$ cat src/ubf_pkg.sv
// constants, register map and carrier types of the serial transceiver
// assumes one 25 MHz clock and an avalon-mm slave with byte addresses
package ubf_pkg;
	localparam logic [31:0] ADDR_DATA  = 32'h4000_8000;
	localparam logic [31:0] ADDR_LINE  = 32'h4000_800c;
	localparam logic [31:0] ADDR_LSTAT = 32'h4000_8014;
	localparam logic [31:0] ADDR_DIV   = 32'h4000_8020;
	localparam logic [31:0] ADDR_FRAC  = 32'h4000_8024;
	localparam logic [31:0] ADDR_GAP   = 32'h4000_8030;
	localparam logic [31:0] ADDR_TXA   = 32'h4000_8040;
	localparam logic [31:0] ADDR_TXC   = 32'h4000_8044;
	localparam logic [31:0] ADDR_RXA   = 32'h4000_8048;
	localparam logic [31:0] ADDR_RXC   = 32'h4000_804c;
	localparam logic [31:0] ADDR_DCTL  = 32'h4000_8050;
	localparam logic [31:0] ADDR_DSTAT = 32'h4000_8054;

	localparam int LSTAT_EMPTY = 6;
	localparam int LSTAT_HOLD  = 5;
	localparam int LSTAT_READY = 0;
	localparam int DCTL_TXEN   = 0;
	localparam int DCTL_RXEN   = 1;
	localparam int DCTL_TXIE   = 2;
	localparam int DCTL_RXIE   = 3;
	localparam int DSTAT_TX    = 0;
	localparam int DSTAT_RX    = 1;

	localparam logic [3:0]  SAMPLE_TICK  = 4'h6;
	localparam logic [3:0]  LAST_TICK    = 4'hf;
	localparam logic [11:0] TICKS_BIT    = 12'h010;
	localparam logic [11:0] TICKS_STOP15 = 12'h018;
	localparam logic [11:0] TICKS_STOP2  = 12'h020;
	localparam logic [1:0]  LEN_5        = 2'h0;

	typedef struct packed {
		logic       stick;
		logic       even;
		logic       parity_insert_enable;
		logic       stop_long;
		logic [1:0] len;
	} ubf_line_t;

	typedef struct packed {
		logic        req;
		logic [31:0] addr;
	} ubf_rd_t;

	typedef struct packed {
		logic        req;
		logic [31:0] addr;
		logic [7:0]  data;
	} ubf_wr_t;

	typedef enum logic [2:0] {TX_IDLE, TX_START, TX_DATA, TX_PAR, TX_STOP, TX_GAP} ubf_tx_t;
	typedef enum logic [0:0] {RX_IDLE, RX_BUSY} ubf_rx_t;
endpackage

$ cat src/ubf_uart.sv
// serial transceiver with fractional baud generator and two dma counters
// assumes avalon-mm master on mclk, rxd from a pin, dma engine on mclk
`timescale 1ns/1ps
module ubf_uart
	import ubf_pkg::*;
(
	input  wire logic        mclk,
	input  wire logic        rst,
	input  wire logic [31:0] avs_address,
	input  wire logic        avs_read,
	input  wire logic        avs_write,
	input  wire logic [31:0] avs_writedata,
	input  wire logic [3:0]  avs_byteenable,
	output logic      [31:0] avs_readdata,
	output logic             avs_waitrequest,
	input  wire logic        rxd,
	output logic             txd,
	output ubf_rd_t          tx_dma,
	input  wire logic        tx_dma_ack,
	input  wire logic [7:0]  tx_dma_data,
	output ubf_wr_t          rx_dma,
	input  wire logic        rx_dma_ack,
	output logic             dma_irq
);
	function automatic logic [31:0] merge(input logic [31:0] old, input logic [31:0] wd,
		input logic [3:0] be);
		logic [31:0] r;
		r = old;
		for (int i = 0; i < 4; i++) begin
			if (be[i])
				r[i*8 +: 8] = wd[i*8 +: 8];
		end
		return r;
	endfunction

	logic        ack_q;
	logic [31:0] rdata_q;
	logic [15:0] divisor_q;
	logic [7:0]  fstep_q;
	logic [7:0]  gap_q;
	ubf_line_t   line_q;
	logic [3:0]  dctl_q;
	logic        wr_en;
	logic        rd_en;
	logic [31:0] rd_mux;

	// bus slave: one wait cycle, then answer
	assign avs_waitrequest = (avs_read | avs_write) & ~ack_q;
	assign avs_readdata    = rdata_q;
	assign wr_en           = avs_write & ack_q;
	assign rd_en           = avs_read & ack_q;

	always_ff @(posedge mclk or posedge rst) begin
		if (rst)
			ack_q <= 1'b0;
		else
			ack_q <= (avs_read | avs_write) & ~ack_q;
	end

	always_ff @(posedge mclk or posedge rst) begin
		if (rst) begin
			divisor_q <= 16'h0000;
			fstep_q   <= 8'h00;
			gap_q     <= 8'h00;
			line_q    <= '0;
			dctl_q    <= 4'h0;
		end else if (wr_en) begin
			case (avs_address)
				ADDR_DIV:  divisor_q <= 16'(merge({16'h0000, divisor_q}, avs_writedata,
					avs_byteenable));
				ADDR_FRAC: fstep_q <= 8'(merge({24'h0, fstep_q}, avs_writedata, avs_byteenable));
				ADDR_GAP:  gap_q <= 8'(merge({24'h0, gap_q}, avs_writedata, avs_byteenable));
				ADDR_LINE: line_q <= 6'(merge({26'h0, line_q}, avs_writedata, avs_byteenable));
				ADDR_DCTL: dctl_q <= 4'(merge({28'h0, dctl_q}, avs_writedata, avs_byteenable));
				default: ;
			endcase
		end
	end

	// baud generator
	logic        half_q;
	logic [16:0] div_cnt_q;
	logic [7:0]  facc_q;
	logic        stretch_q;
	logic [16:0] period;
	logic        tick;
	logic [8:0]  facc_sum;

	assign period   = {1'b0, divisor_q} + {16'h0000, stretch_q};
	assign tick     = half_q & (divisor_q != 16'h0000) & (div_cnt_q >= period - 17'h00001);
	assign facc_sum = {1'b0, facc_q} + {1'b0, fstep_q};

	always_ff @(posedge mclk or posedge rst) begin
		if (rst)
			half_q <= 1'b0;
		else
			half_q <= ~half_q;
	end

	always_ff @(posedge mclk or posedge rst) begin
		if (rst)
			div_cnt_q <= '0;
		else if (tick)
			div_cnt_q <= '0;
		else if (half_q)
			div_cnt_q <= div_cnt_q + 17'h00001;
	end

	always_ff @(posedge mclk or posedge rst) begin
		if (rst) begin
			facc_q    <= 8'h00;
			stretch_q <= 1'b0;
		end else if (tick) begin
			facc_q    <= facc_sum[7:0];
			stretch_q <= facc_sum[8];
		end
	end

	// receiver
	logic       rx_s1_q;
	logic       rx_s2_q;
	logic       rx_s3_q;
	ubf_rx_t    rx_state_q;
	logic [3:0] rx_sub_q;
	logic [3:0] rx_idx_q;
	logic [7:0] rx_sh_q;
	logic [7:0] rx_hold_q;
	logic       rx_full_q;
	logic [3:0] rx_stop_idx;
	logic       rx_store;
	logic       rx_take;

	assign rx_stop_idx = 4'd6 + {2'b00, line_q.len} + {3'b000, line_q.parity_insert_enable};
	assign rx_store = (rx_state_q == RX_BUSY) & tick & (rx_sub_q == SAMPLE_TICK)
		& (rx_idx_q == rx_stop_idx);

	always_ff @(posedge mclk or posedge rst) begin
		if (rst) begin
			rx_s1_q <= 1'b1;
			rx_s2_q <= 1'b1;
			rx_s3_q <= 1'b1;
		end else begin
			rx_s1_q <= rxd;
			rx_s2_q <= rx_s1_q;
			rx_s3_q <= rx_s2_q;
		end
	end

	always_ff @(posedge mclk or posedge rst) begin
		if (rst) begin
			rx_state_q <= RX_IDLE;
			rx_sub_q   <= 4'h0;
			rx_idx_q   <= 4'h0;
			rx_sh_q    <= 8'h00;
		end else begin
			case (rx_state_q)
				RX_IDLE: begin
					if (rx_s3_q & ~rx_s2_q) begin
						rx_state_q <= RX_BUSY;
						rx_sub_q   <= 4'h0;
						rx_idx_q   <= 4'h0;
					end
				end
				RX_BUSY: begin
					if (tick) begin
						rx_sub_q <= rx_sub_q + 4'h1;
						if (rx_sub_q == LAST_TICK)
							rx_idx_q <= rx_idx_q + 4'h1;
						if (rx_sub_q == SAMPLE_TICK) begin
							if (rx_idx_q == 4'h0 && rx_s2_q)
								rx_state_q <= RX_IDLE;
							else if (rx_idx_q == rx_stop_idx)
								rx_state_q <= RX_IDLE;
							else if (rx_idx_q != 4'h0 && rx_idx_q <= 4'd5 + {2'b00, line_q.len})
								rx_sh_q <= {rx_s2_q, rx_sh_q[7:1]};
						end
					end
				end
				default: rx_state_q <= RX_IDLE;
			endcase
		end
	end

	// one-entry receive holding register; a new word wins over a take
	assign rx_take = (rd_en & (avs_address == ADDR_DATA)) | (rx_dma.req & rx_dma_ack);

	always_ff @(posedge mclk or posedge rst) begin
		if (rst) begin
			rx_hold_q <= 8'h00;
			rx_full_q <= 1'b0;
		end else if (rx_store) begin
			rx_hold_q <= rx_sh_q >> (2'h3 - line_q.len);
			rx_full_q <= 1'b1;
		end else if (rx_take) begin
			rx_full_q <= 1'b0;
		end
	end

	// transmitter
	ubf_tx_t     tx_state_q;
	logic [11:0] tx_tcnt_q;
	logic [11:0] tx_limit;
	logic [7:0]  tx_sh_q;
	logic [2:0]  tx_bit_q;
	logic        tx_par_q;
	logic [7:0]  hold_q;
	logic        hold_full_q;
	logic        slot_end;
	logic        load_shift;
	logic        hold_wr;
	logic        txd_q;
	logic [7:0]  len_mask;
	logic        dpar;

	assign len_mask = 8'hff >> (2'h3 - line_q.len);
	assign dpar     = ^(hold_q & len_mask);

	always_comb begin
		case (tx_state_q)
			TX_STOP: begin
				if (!line_q.stop_long)
					tx_limit = TICKS_BIT;
				else if (line_q.len == LEN_5)
					tx_limit = TICKS_STOP15;
				else
					tx_limit = TICKS_STOP2;
			end
			TX_GAP:  tx_limit = {gap_q, 4'h0};
			default: tx_limit = TICKS_BIT;
		endcase
	end

	// no wrap when the gap is cut to zero mid-gap
	assign slot_end   = tick & (tx_tcnt_q + 12'h001 >= tx_limit);
	assign load_shift = (tx_state_q == TX_IDLE) & hold_full_q;
	assign hold_wr    = (wr_en & (avs_address == ADDR_DATA)) | (tx_dma.req & tx_dma_ack);

	always_ff @(posedge mclk or posedge rst) begin
		if (rst) begin
			tx_state_q <= TX_IDLE;
			tx_tcnt_q  <= 12'h000;
			tx_sh_q    <= 8'h00;
			tx_bit_q   <= 3'h0;
			tx_par_q   <= 1'b0;
		end else begin
			if (load_shift || slot_end)
				tx_tcnt_q <= 12'h000;
			else if (tick)
				tx_tcnt_q <= tx_tcnt_q + 12'h001;
			case (tx_state_q)
				TX_IDLE: begin
					if (hold_full_q) begin
						tx_state_q <= TX_START;
						tx_sh_q    <= hold_q;
						tx_bit_q   <= 3'd4 + {1'b0, line_q.len};
						if (line_q.stick)
							tx_par_q <= ~line_q.even;
						else
							tx_par_q <= line_q.even ? dpar : ~dpar;
					end
				end
				TX_START: if (slot_end) tx_state_q <= TX_DATA;
				TX_DATA: begin
					if (slot_end) begin
						tx_sh_q  <= {1'b0, tx_sh_q[7:1]};
						tx_bit_q <= tx_bit_q - 3'h1;
						if (tx_bit_q == 3'h0)
							tx_state_q <= line_q.parity_insert_enable ? TX_PAR : TX_STOP;
					end
				end
				TX_PAR:  if (slot_end) tx_state_q <= TX_STOP;
				TX_STOP: begin
					if (slot_end)
						tx_state_q <= (gap_q == 8'h00) ? TX_IDLE : TX_GAP;
				end
				TX_GAP:  if (slot_end) tx_state_q <= TX_IDLE;
				default: tx_state_q <= TX_IDLE;
			endcase
		end
	end

	always_ff @(posedge mclk or posedge rst) begin
		if (rst)
			txd_q <= 1'b1;
		else begin
			case (tx_state_q)
				TX_START: txd_q <= 1'b0;
				TX_DATA:  txd_q <= tx_sh_q[0];
				TX_PAR:   txd_q <= tx_par_q;
				default:  txd_q <= 1'b1;
			endcase
		end
	end
	assign txd = txd_q;

	// one-entry transmit holding register; a write wins over the shifter load
	always_ff @(posedge mclk or posedge rst) begin
		if (rst) begin
			hold_q      <= 8'h00;
			hold_full_q <= 1'b0;
		end else if (hold_wr) begin
			hold_q      <= (wr_en & (avs_address == ADDR_DATA)) ? avs_writedata[7:0] : tx_dma_data;
			hold_full_q <= 1'b1;
		end else if (load_shift) begin
			hold_full_q <= 1'b0;
		end
	end

	logic tx_holding_empty_flag;
	logic tx_shifter_empty_flag;
	assign tx_holding_empty_flag = ~hold_full_q;
	assign tx_shifter_empty_flag = ~hold_full_q & ((tx_state_q == TX_IDLE) | (tx_state_q == TX_GAP));

	// dma channels
	logic [31:0] txa_q;
	logic [15:0] txc_q;
	logic [31:0] rxa_q;
	logic [15:0] rxc_q;
	logic        tx_dma_done_flag;
	logic        rx_dma_done_flag;
	logic        tx_fire;
	logic        rx_fire;

	assign tx_dma.req  = dctl_q[DCTL_TXEN] & ~hold_full_q & (txc_q != 16'h0000);
	assign tx_dma.addr = txa_q;
	assign rx_dma.req  = dctl_q[DCTL_RXEN] & rx_full_q & (rxc_q != 16'h0000);
	assign rx_dma.addr = rxa_q;
	assign rx_dma.data = rx_hold_q;
	assign tx_fire     = tx_dma.req & tx_dma_ack;
	assign rx_fire     = rx_dma.req & rx_dma_ack;

	always_ff @(posedge mclk or posedge rst) begin
		if (rst) begin
			txa_q <= 32'h0000_0000;
			txc_q <= 16'h0000;
		end else if (tx_fire) begin
			txa_q <= txa_q + 32'h0000_0001;
			txc_q <= txc_q - 16'h0001;
		end else if (wr_en && avs_address == ADDR_TXA) begin
			txa_q <= merge(txa_q, avs_writedata, avs_byteenable);
		end else if (wr_en && avs_address == ADDR_TXC) begin
			txc_q <= 16'(merge({16'h0000, txc_q}, avs_writedata, avs_byteenable));
		end
	end

	always_ff @(posedge mclk or posedge rst) begin
		if (rst) begin
			rxa_q <= 32'h0000_0000;
			rxc_q <= 16'h0000;
		end else if (rx_fire) begin
			rxa_q <= rxa_q + 32'h0000_0001;
			rxc_q <= rxc_q - 16'h0001;
		end else if (wr_en && avs_address == ADDR_RXA) begin
			rxa_q <= merge(rxa_q, avs_writedata, avs_byteenable);
		end else if (wr_en && avs_address == ADDR_RXC) begin
			rxc_q <= 16'(merge({16'h0000, rxc_q}, avs_writedata, avs_byteenable));
		end
	end

	// done flags: last word into holding register, last word stored; set wins
	always_ff @(posedge mclk or posedge rst) begin
		if (rst) begin
			tx_dma_done_flag <= 1'b0;
			rx_dma_done_flag <= 1'b0;
		end else begin
			if (tx_fire && txc_q == 16'h0001)
				tx_dma_done_flag <= 1'b1;
			else if (wr_en && avs_address == ADDR_DSTAT && avs_byteenable[0] &&
				avs_writedata[DSTAT_TX])
				tx_dma_done_flag <= 1'b0;
			if (rx_fire && rxc_q == 16'h0001)
				rx_dma_done_flag <= 1'b1;
			else if (wr_en && avs_address == ADDR_DSTAT && avs_byteenable[0] &&
				avs_writedata[DSTAT_RX])
				rx_dma_done_flag <= 1'b0;
		end
	end

	assign dma_irq = (tx_dma_done_flag & dctl_q[DCTL_TXIE]) |
		(rx_dma_done_flag & dctl_q[DCTL_RXIE]);

	// read mux, sampled in the wait cycle
	always_comb begin
		rd_mux = 32'h0000_0000;
		case (avs_address)
			ADDR_DATA:  rd_mux = {24'h0, rx_hold_q};
			ADDR_LINE:  rd_mux = {26'h0, line_q};
			ADDR_LSTAT: begin
				rd_mux[LSTAT_EMPTY] = tx_shifter_empty_flag;
				rd_mux[LSTAT_HOLD]  = tx_holding_empty_flag;
				rd_mux[LSTAT_READY] = rx_full_q;
			end
			ADDR_DIV:   rd_mux = {16'h0, divisor_q};
			ADDR_FRAC:  rd_mux = {24'h0, fstep_q};
			ADDR_GAP:   rd_mux = {24'h0, gap_q};
			ADDR_TXA:   rd_mux = txa_q;
			ADDR_TXC:   rd_mux = {16'h0, txc_q};
			ADDR_RXA:   rd_mux = rxa_q;
			ADDR_RXC:   rd_mux = {16'h0, rxc_q};
			ADDR_DCTL:  rd_mux = {28'h0, dctl_q};
			ADDR_DSTAT: begin
				rd_mux[DSTAT_TX] = tx_dma_done_flag;
				rd_mux[DSTAT_RX] = rx_dma_done_flag;
			end
			default:    rd_mux = 32'h0000_0000;
		endcase
	end

	always_ff @(posedge mclk or posedge rst) begin
		if (rst)
			rdata_q <= 32'h0000_0000;
		else if (avs_read && !ack_q)
			rdata_q <= rd_mux;
	end

	// checks
	logic [17:0] tk_gap_q;
	logic        tk_seen_q;
	always_ff @(posedge mclk or posedge rst) begin
		if (rst) begin
			tk_gap_q  <= '0;
			tk_seen_q <= 1'b0;
		end else begin
			tk_gap_q  <= tick ? 18'h00001 : tk_gap_q + 18'h00001;
			if (wr_en && (avs_address == ADDR_DIV || avs_address == ADDR_FRAC))
				tk_seen_q <= 1'b0;
			else if (tick)
				tk_seen_q <= 1'b1;
		end
	end

	tick_spacing_a: assert property (@(posedge mclk) disable iff (rst)
		tick && tk_seen_q |-> tk_gap_q == {period, 1'b0})
		else $error("baud tick spacing wrong");
	frac_stretch_a: assert property (@(posedge mclk) disable iff (rst)
		tick && facc_sum[8] |=> {stretch_q, facc_q} == $past(facc_sum))
		else $error("fraction wrap did not stretch");
	stretch_return_a: assert property (@(posedge mclk) disable iff (rst)
		tick && stretch_q && !facc_sum[8] |=> !stretch_q)
		else $error("stretch held too long");
	rx_start_edge_a: assert property (@(posedge mclk) disable iff (rst)
		rx_state_q == RX_IDLE && rx_s3_q && !rx_s2_q |=> rx_state_q == RX_BUSY && rx_sub_q == 4'h0)
		else $error("start edge missed");
	tx_idle_high_a: assert property (@(posedge mclk) disable iff (rst)
		$past(tx_state_q == TX_IDLE || tx_state_q == TX_GAP) |-> txd_q)
		else $error("line not high when idle");
	tx_start_low_a: assert property (@(posedge mclk) disable iff (rst)
		tx_state_q == TX_IDLE && hold_full_q |=> tx_state_q == TX_START ##1 !txd_q)
		else $error("start bit not low");
	tx_count_dec_a: assert property (@(posedge mclk) disable iff (rst)
		tx_fire |=> txc_q == $past(txc_q) - 16'h0001)
		else $error("tx count not decremented");
	tx_done_set_a: assert property (@(posedge mclk) disable iff (rst)
		tx_fire && txc_q == 16'h0001 |=> tx_dma_done_flag && txc_q == 16'h0000)
		else $error("tx done missing");
	rx_done_set_a: assert property (@(posedge mclk) disable iff (rst)
		rx_fire && rxc_q == 16'h0001 |=> rx_dma_done_flag && (!rx_full_q || $past(rx_store)))
		else $error("rx done missing");
	hold_empty_a: assert property (@(posedge mclk) disable iff (rst)
		load_shift && !hold_wr |=> tx_holding_empty_flag && tx_state_q == TX_START)
		else $error("holding empty flag late");
	gap_skip_a: assert property (@(posedge mclk) disable iff (rst)
		tx_state_q == TX_STOP && slot_end && gap_q == 8'h00 |=> tx_state_q == TX_IDLE)
		else $error("gap inserted when zero");

	tx_parity_c: cover property (@(posedge mclk) disable iff (rst)
		tx_state_q == TX_PAR ##1 tx_state_q == TX_PAR);
	rx_store_c: cover property (@(posedge mclk) disable iff (rst) rx_store);
	stretch_c: cover property (@(posedge mclk) disable iff (rst) tick && stretch_q);
	dma_done_c: cover property (@(posedge mclk) disable iff (rst) tx_dma_done_flag && rx_dma_done_flag);
endmodule

$ cat config.mk
export PLATFORM = sky130hd
export DESIGN_NAME = ubf_uart
export DESIGN_NICKNAME = d
export VERILOG_FILES = /design/src/ubf_pkg.sv /design/src/ubf_uart.sv
export SDC_FILE = /design/constraint.sdc
export NUM_CORES = 1
export LEC_CHECK = 0
export ABC_AREA = 0
export BUFFER_PORTS_ARGS = -buffer_cell sky130_fd_sc_hd__buf_2
export CAP_MARGIN = 40
export CORE_ASPECT_RATIO = 0.6
export CORE_MARGIN = 3
export CORE_UTILIZATION = 43
export CTS_CLUSTER_DIAMETER = 50
export DETAILED_ROUTE_END_ITERATION = 10
export PLACE_DENSITY = 0.67
export SLEW_MARGIN = 20
export SYNTH_ARGS = -nofsm -noshare
export SYNTH_HDL_FRONTEND = slang
export SYNTH_SLANG_ARGS = --single-unit
$ cat constraint.sdc
create_clock -name mclk -period 22.9 [get_ports mclk]
set_input_delay 0 -clock mclk [delete_from_list [all_inputs] [get_ports mclk]]
set_output_delay 0 -clock mclk [all_outputs]
set_load 0.005 [all_outputs]
==> results.md <==
## Outcome
• status: finished clean

## Final layout
• share of cells above drive strength 1: 19.8%
• number of nets in the layout: 2128
• Seq. cell area: 6660 um2
• area taken by multi-input logic gates: 8880 um2
• final instance count without filler cells: 2514
• Area growth, synth to finish: 19.4%
• filler cell count: 3288

## Floorplan
• Die Height: 156 um
• Site Rows: 54
• placeable core region: 36700 um2
• I/O Pins: 192
• overall die area: 39900 um2
• starting density of the core: 44.0%
• Die W: 256 um

## Routing
• DRC violations left: 0
• wire per inst: 22.2 um
• Antenna Violating Nets Remaining: 0
• Detailed Route WL: 55.8 mm
• met2 routed WL: 22.4 mm
• M1 wire length: 25.5 mm
• number of vias per cell after detailed routing: 6.10
• detailed-router iteration count before antenna repair: 8
• number of violations reported at the end of detailed-routing iteration 0: 2070
• number of vias after detailed routing: 15334
• routed length on met3: 6.95 mm
• highest metal layer with signal wires: met4

## Synthesis
• dominant cells by area after synthesis: dfrtp_1 (41%), nor2_1 (5.3%), ha_1 (4.6%)
• syn avg cell area: 9.11 um2
• number of synthesized flops with an enable pin: 0
• Syn Inst Count: 1771
• Top FF cell, synth: dfrtp_1
• total of warnings raised by yosys: 0
• area fraction of the dominant cell type after synthesis: 40.6%
• post-synthesis cell type with the largest combined area: dfrtp_1
• post-synth design cell area: 16100 um2
• unique cell type count in the Yosys netlist: 94
• async set-or-reset flop fraction in the synthesized netlist: 100%
• share of synthesized area occupied by flip-flops and latches: 41.3%
• Seq cells post-synth: 266
• net count of the mapped netlist: 1914

## STA
• maximum clock frequency: 233 MHz
• Worst Max-Slew Pin Slew: 1070 ps
• worst slew margin relative to its limit: 29.0%
• number of setup violations in the final report: 0
• Fin Clk Skew: 25.9 ps
• Final Hold Viols: 0
• minimum clock period: 4280 ps
• count of pins over their slew limit: 0
• unrepaired setup endpoints after global routing: false
• share of the clock period used by the worst path after layout: 18.7%
• Sum Neg Setup Slack: 0 ps

## Job
• number of max-capacitance violations reported: 0

## Clocking
• clk sinks: 266
• H-tree lvl count: 1
• CTS Buf Count: 30
• Longest Clk Path Bufs: 3
• clock-pin slew on the worst setup and hold paths: 60 ps
• TritonCTS clock tree: built
• library cell used as clock root buffer: clkbuf_16
• clk_lat worst skew: 590 ps

## Place
• input/output buffers: 191
• hpwl dp: 40.6 mm
• number of instances in the placed design: 2396
• final weighted congestion in routability-driven placement: 0.982

## Critical path
• kind of critical path: reg -> reg
• type of destination of the critical path: flip-flop
• Levels on crit path: 15
• worst-path maximum fanout: 26
• arrival time reported for the critical path endpoint: 4730 ps
• worst reg-to-reg path cell count: 15
• Crit path buffers/inverters: 2
• cell family contributing the most delay on the critical path: simple AND/OR/NAND/NOR gates
• worst-path cell with the longest stage delay: or4_4
• critical path launch point type: flip-flop
• slowest stage delay, CP: 560 ps
• Cell Chain, Critical Path: or4_4 -> nor3_2 -> nand2_1 -> or2_2 -> nor4_1 -> xnor2_1 -> ha_1 -> and4_1 -> a221o_1 -> and3_1 -> a31oi_2 -> buf_4 -> nor4_2 -> buf_2 -> mux2_2
• critical path required time: 23350 ps

## GRT
• antenna violations before repair: 1
• total congestion overflow: 0
• global-route usage over all layers: 27.3%
• via count of the first global-routing pass: 13999
• global-route wire length before repair: 85.8 mm
• maximum number of pins on one net before global-route repair: 181

## Pwr
• power share of the clock group: 50.8%
• part of the total power dissipated in combinational logic: 6.1%
• net switching share of the total power: 23.8%
• Pint: 0.856 mW
• peak supply drop: 0.0000446 V
• leakage dissipation: 9.08 nW
• reported net switching power: 0.268 mW
• Sequential Power Share: 43.1%
• total power divided by cell area: 58.4 nW/um2

## Min path
• worst hold path class: in -> async

==> per-stage QoR <==
| step | setup slack [ps] | hold WS (ps) | power [mW] | instance area [um2] | utilization, % |
|---|---|---|---|---|---|
| detailed placement | 18460 | 108 | 0.555 | 17500 | 47.6 |
| finish | 18620 | 59.5 | 1.12 | 19300 | 52.5 |
| global placement | 18540 | 106 | 0.553 | 17400 | 47.5 |
| CTS | 18440 | 40.3 | 1.13 | 19200 | 52.4 |
| global route | 18360 | 71.7 | 1.16 | 19300 | 52.5 |
| floorplan | 15580 | 4.48 | 0.522 | 16100 | - |
==> power groups by stage <==
stage / clock (mW) / combinational [mW] / sequential, mW
2_1_floorplan: 0 / 0.0288 / 0.493
3_3_place_gp: 0 / 0.0603 / 0.493
3_5_place_dp: 0 / 0.0608 / 0.494
4_1_cts: 0.576 / 0.0676 / 0.485
5_1_grt: 0.597 / 0.0746 / 0.486
6_report: 0.571 / 0.0682 / 0.485
==> tightest hold or removal path, stage by stage <==
cell           delay [ps]
dlygate4sd3_1         530
buf_2                 150
inv_8                 400
==> state kept, by name (all words and copies together) (netlist names), 4 cells and up <==
name          flops
avs_readdata     32
rxa_q            32
txa_q            32
div_cnt_q        17
divisor_q        16
rxc_q            16
txc_q            16
tx_tcnt_q        12
facc_q            8
fstep_q           8
gap_q             8
hold_q            8
rx_hold_q         8
rx_sh_q           8
tx_sh_q           8
line_q            6
dctl_q            4
rx_idx_q          4
rx_sub_q          4
==> path summary, 6_finish.rpt <==
kind                                 from  slack [ps]               end
max in group asynchronous             rst       21380        tx_sh_q[6]
max reg2reg                  divisor_q[3]       18620        rx_sh_q[0]
min in group mclk          avs_address[8]          60          txc_q[7]
min                                   rst          60  avs_readdata[29]
min reg2reg                       rx_s1_q         360           rx_s2_q
max                          divisor_q[3]       18620        rx_sh_q[0]
==> layout make-up <==
type                       count  share of cell area (%)
multi-input combinational   1366                    46.1
sequential                   266                    34.6
timing repair buffer         265                    8.78
clock buffer                  35                    4.31
tap                          504                    3.27
clock inverter                21                    1.76
inverter                      56                    1.13
antenna                        1                  0.0130
==> cells in the mapped netlist, types with 17 or more instances <==
| master | number |
|---|---|
| dfrtp_1 | 262 |
| nor2_1 | 229 |
| nand2_1 | 183 |
| a21oi_1 | 103 |
| o21ai_0 | 95 |
| nand3_1 | 86 |
| ha_1 | 59 |
| mux2_2 | 58 |
| inv_1 | 55 |
| nor3_1 | 50 |
| clkbuf_1 | 46 |
| and3_1 | 41 |
| mux2i_1 | 33 |
| xnor2_1 | 33 |
| nand4_1 | 23 |
| nor4_1 | 23 |
| xor2_1 | 22 |
| a211oi_1 | 21 |
| a221oi_1 | 21 |
| mux2_4 | 21 |
| buf_2 | 17 |
| o22ai_1 | 17 |
==> metal layers <==
metal  vias up  global-route usage [%]
li1       6921                       -
met1      7412                    42.6
met2       908                    37.6
met3        93                    7.09
met4         0                    4.93
met5         -                       0
==> cell usage in the layout, fill, tap and decap left out, drive strengths merged, types with 59 or more instances in the layout <==
| cell | count |
|---|---|
| dfrtp | 262 |
| nor2 | 230 |
| buf | 206 |
| nand2 | 187 |
| a21oi | 104 |
| o21ai | 100 |
| nand3 | 93 |
| mux2 | 79 |
| ha | 59 |
| inv | 59 |
==> kinds of logic after synthesis <==
kind of cell             count (synthesis)  synth area share [%]
XOR/XNOR                                55                  2.99
adder cells (fa/ha/maj)                 60                  4.70
buffers and inverters                  139                  3.77
flip-flops                             266                  41.3
AND/OR/NAND/NOR                        737                  22.4
AO/OA/AOI/OAI                          402                  16.7
multiplexers                           112                  8.05
==> what timing repair did <==
action                                  in CTS  in global routing
buffers inserted                             0                  0
hold buffers                                58                  0
endpoints found under the setup margin       0                  0
gates resized for setup                      0                  0
endpoints found under the hold margin      232                  0
No activity file was read; power rests on OpenSTA's default activity.
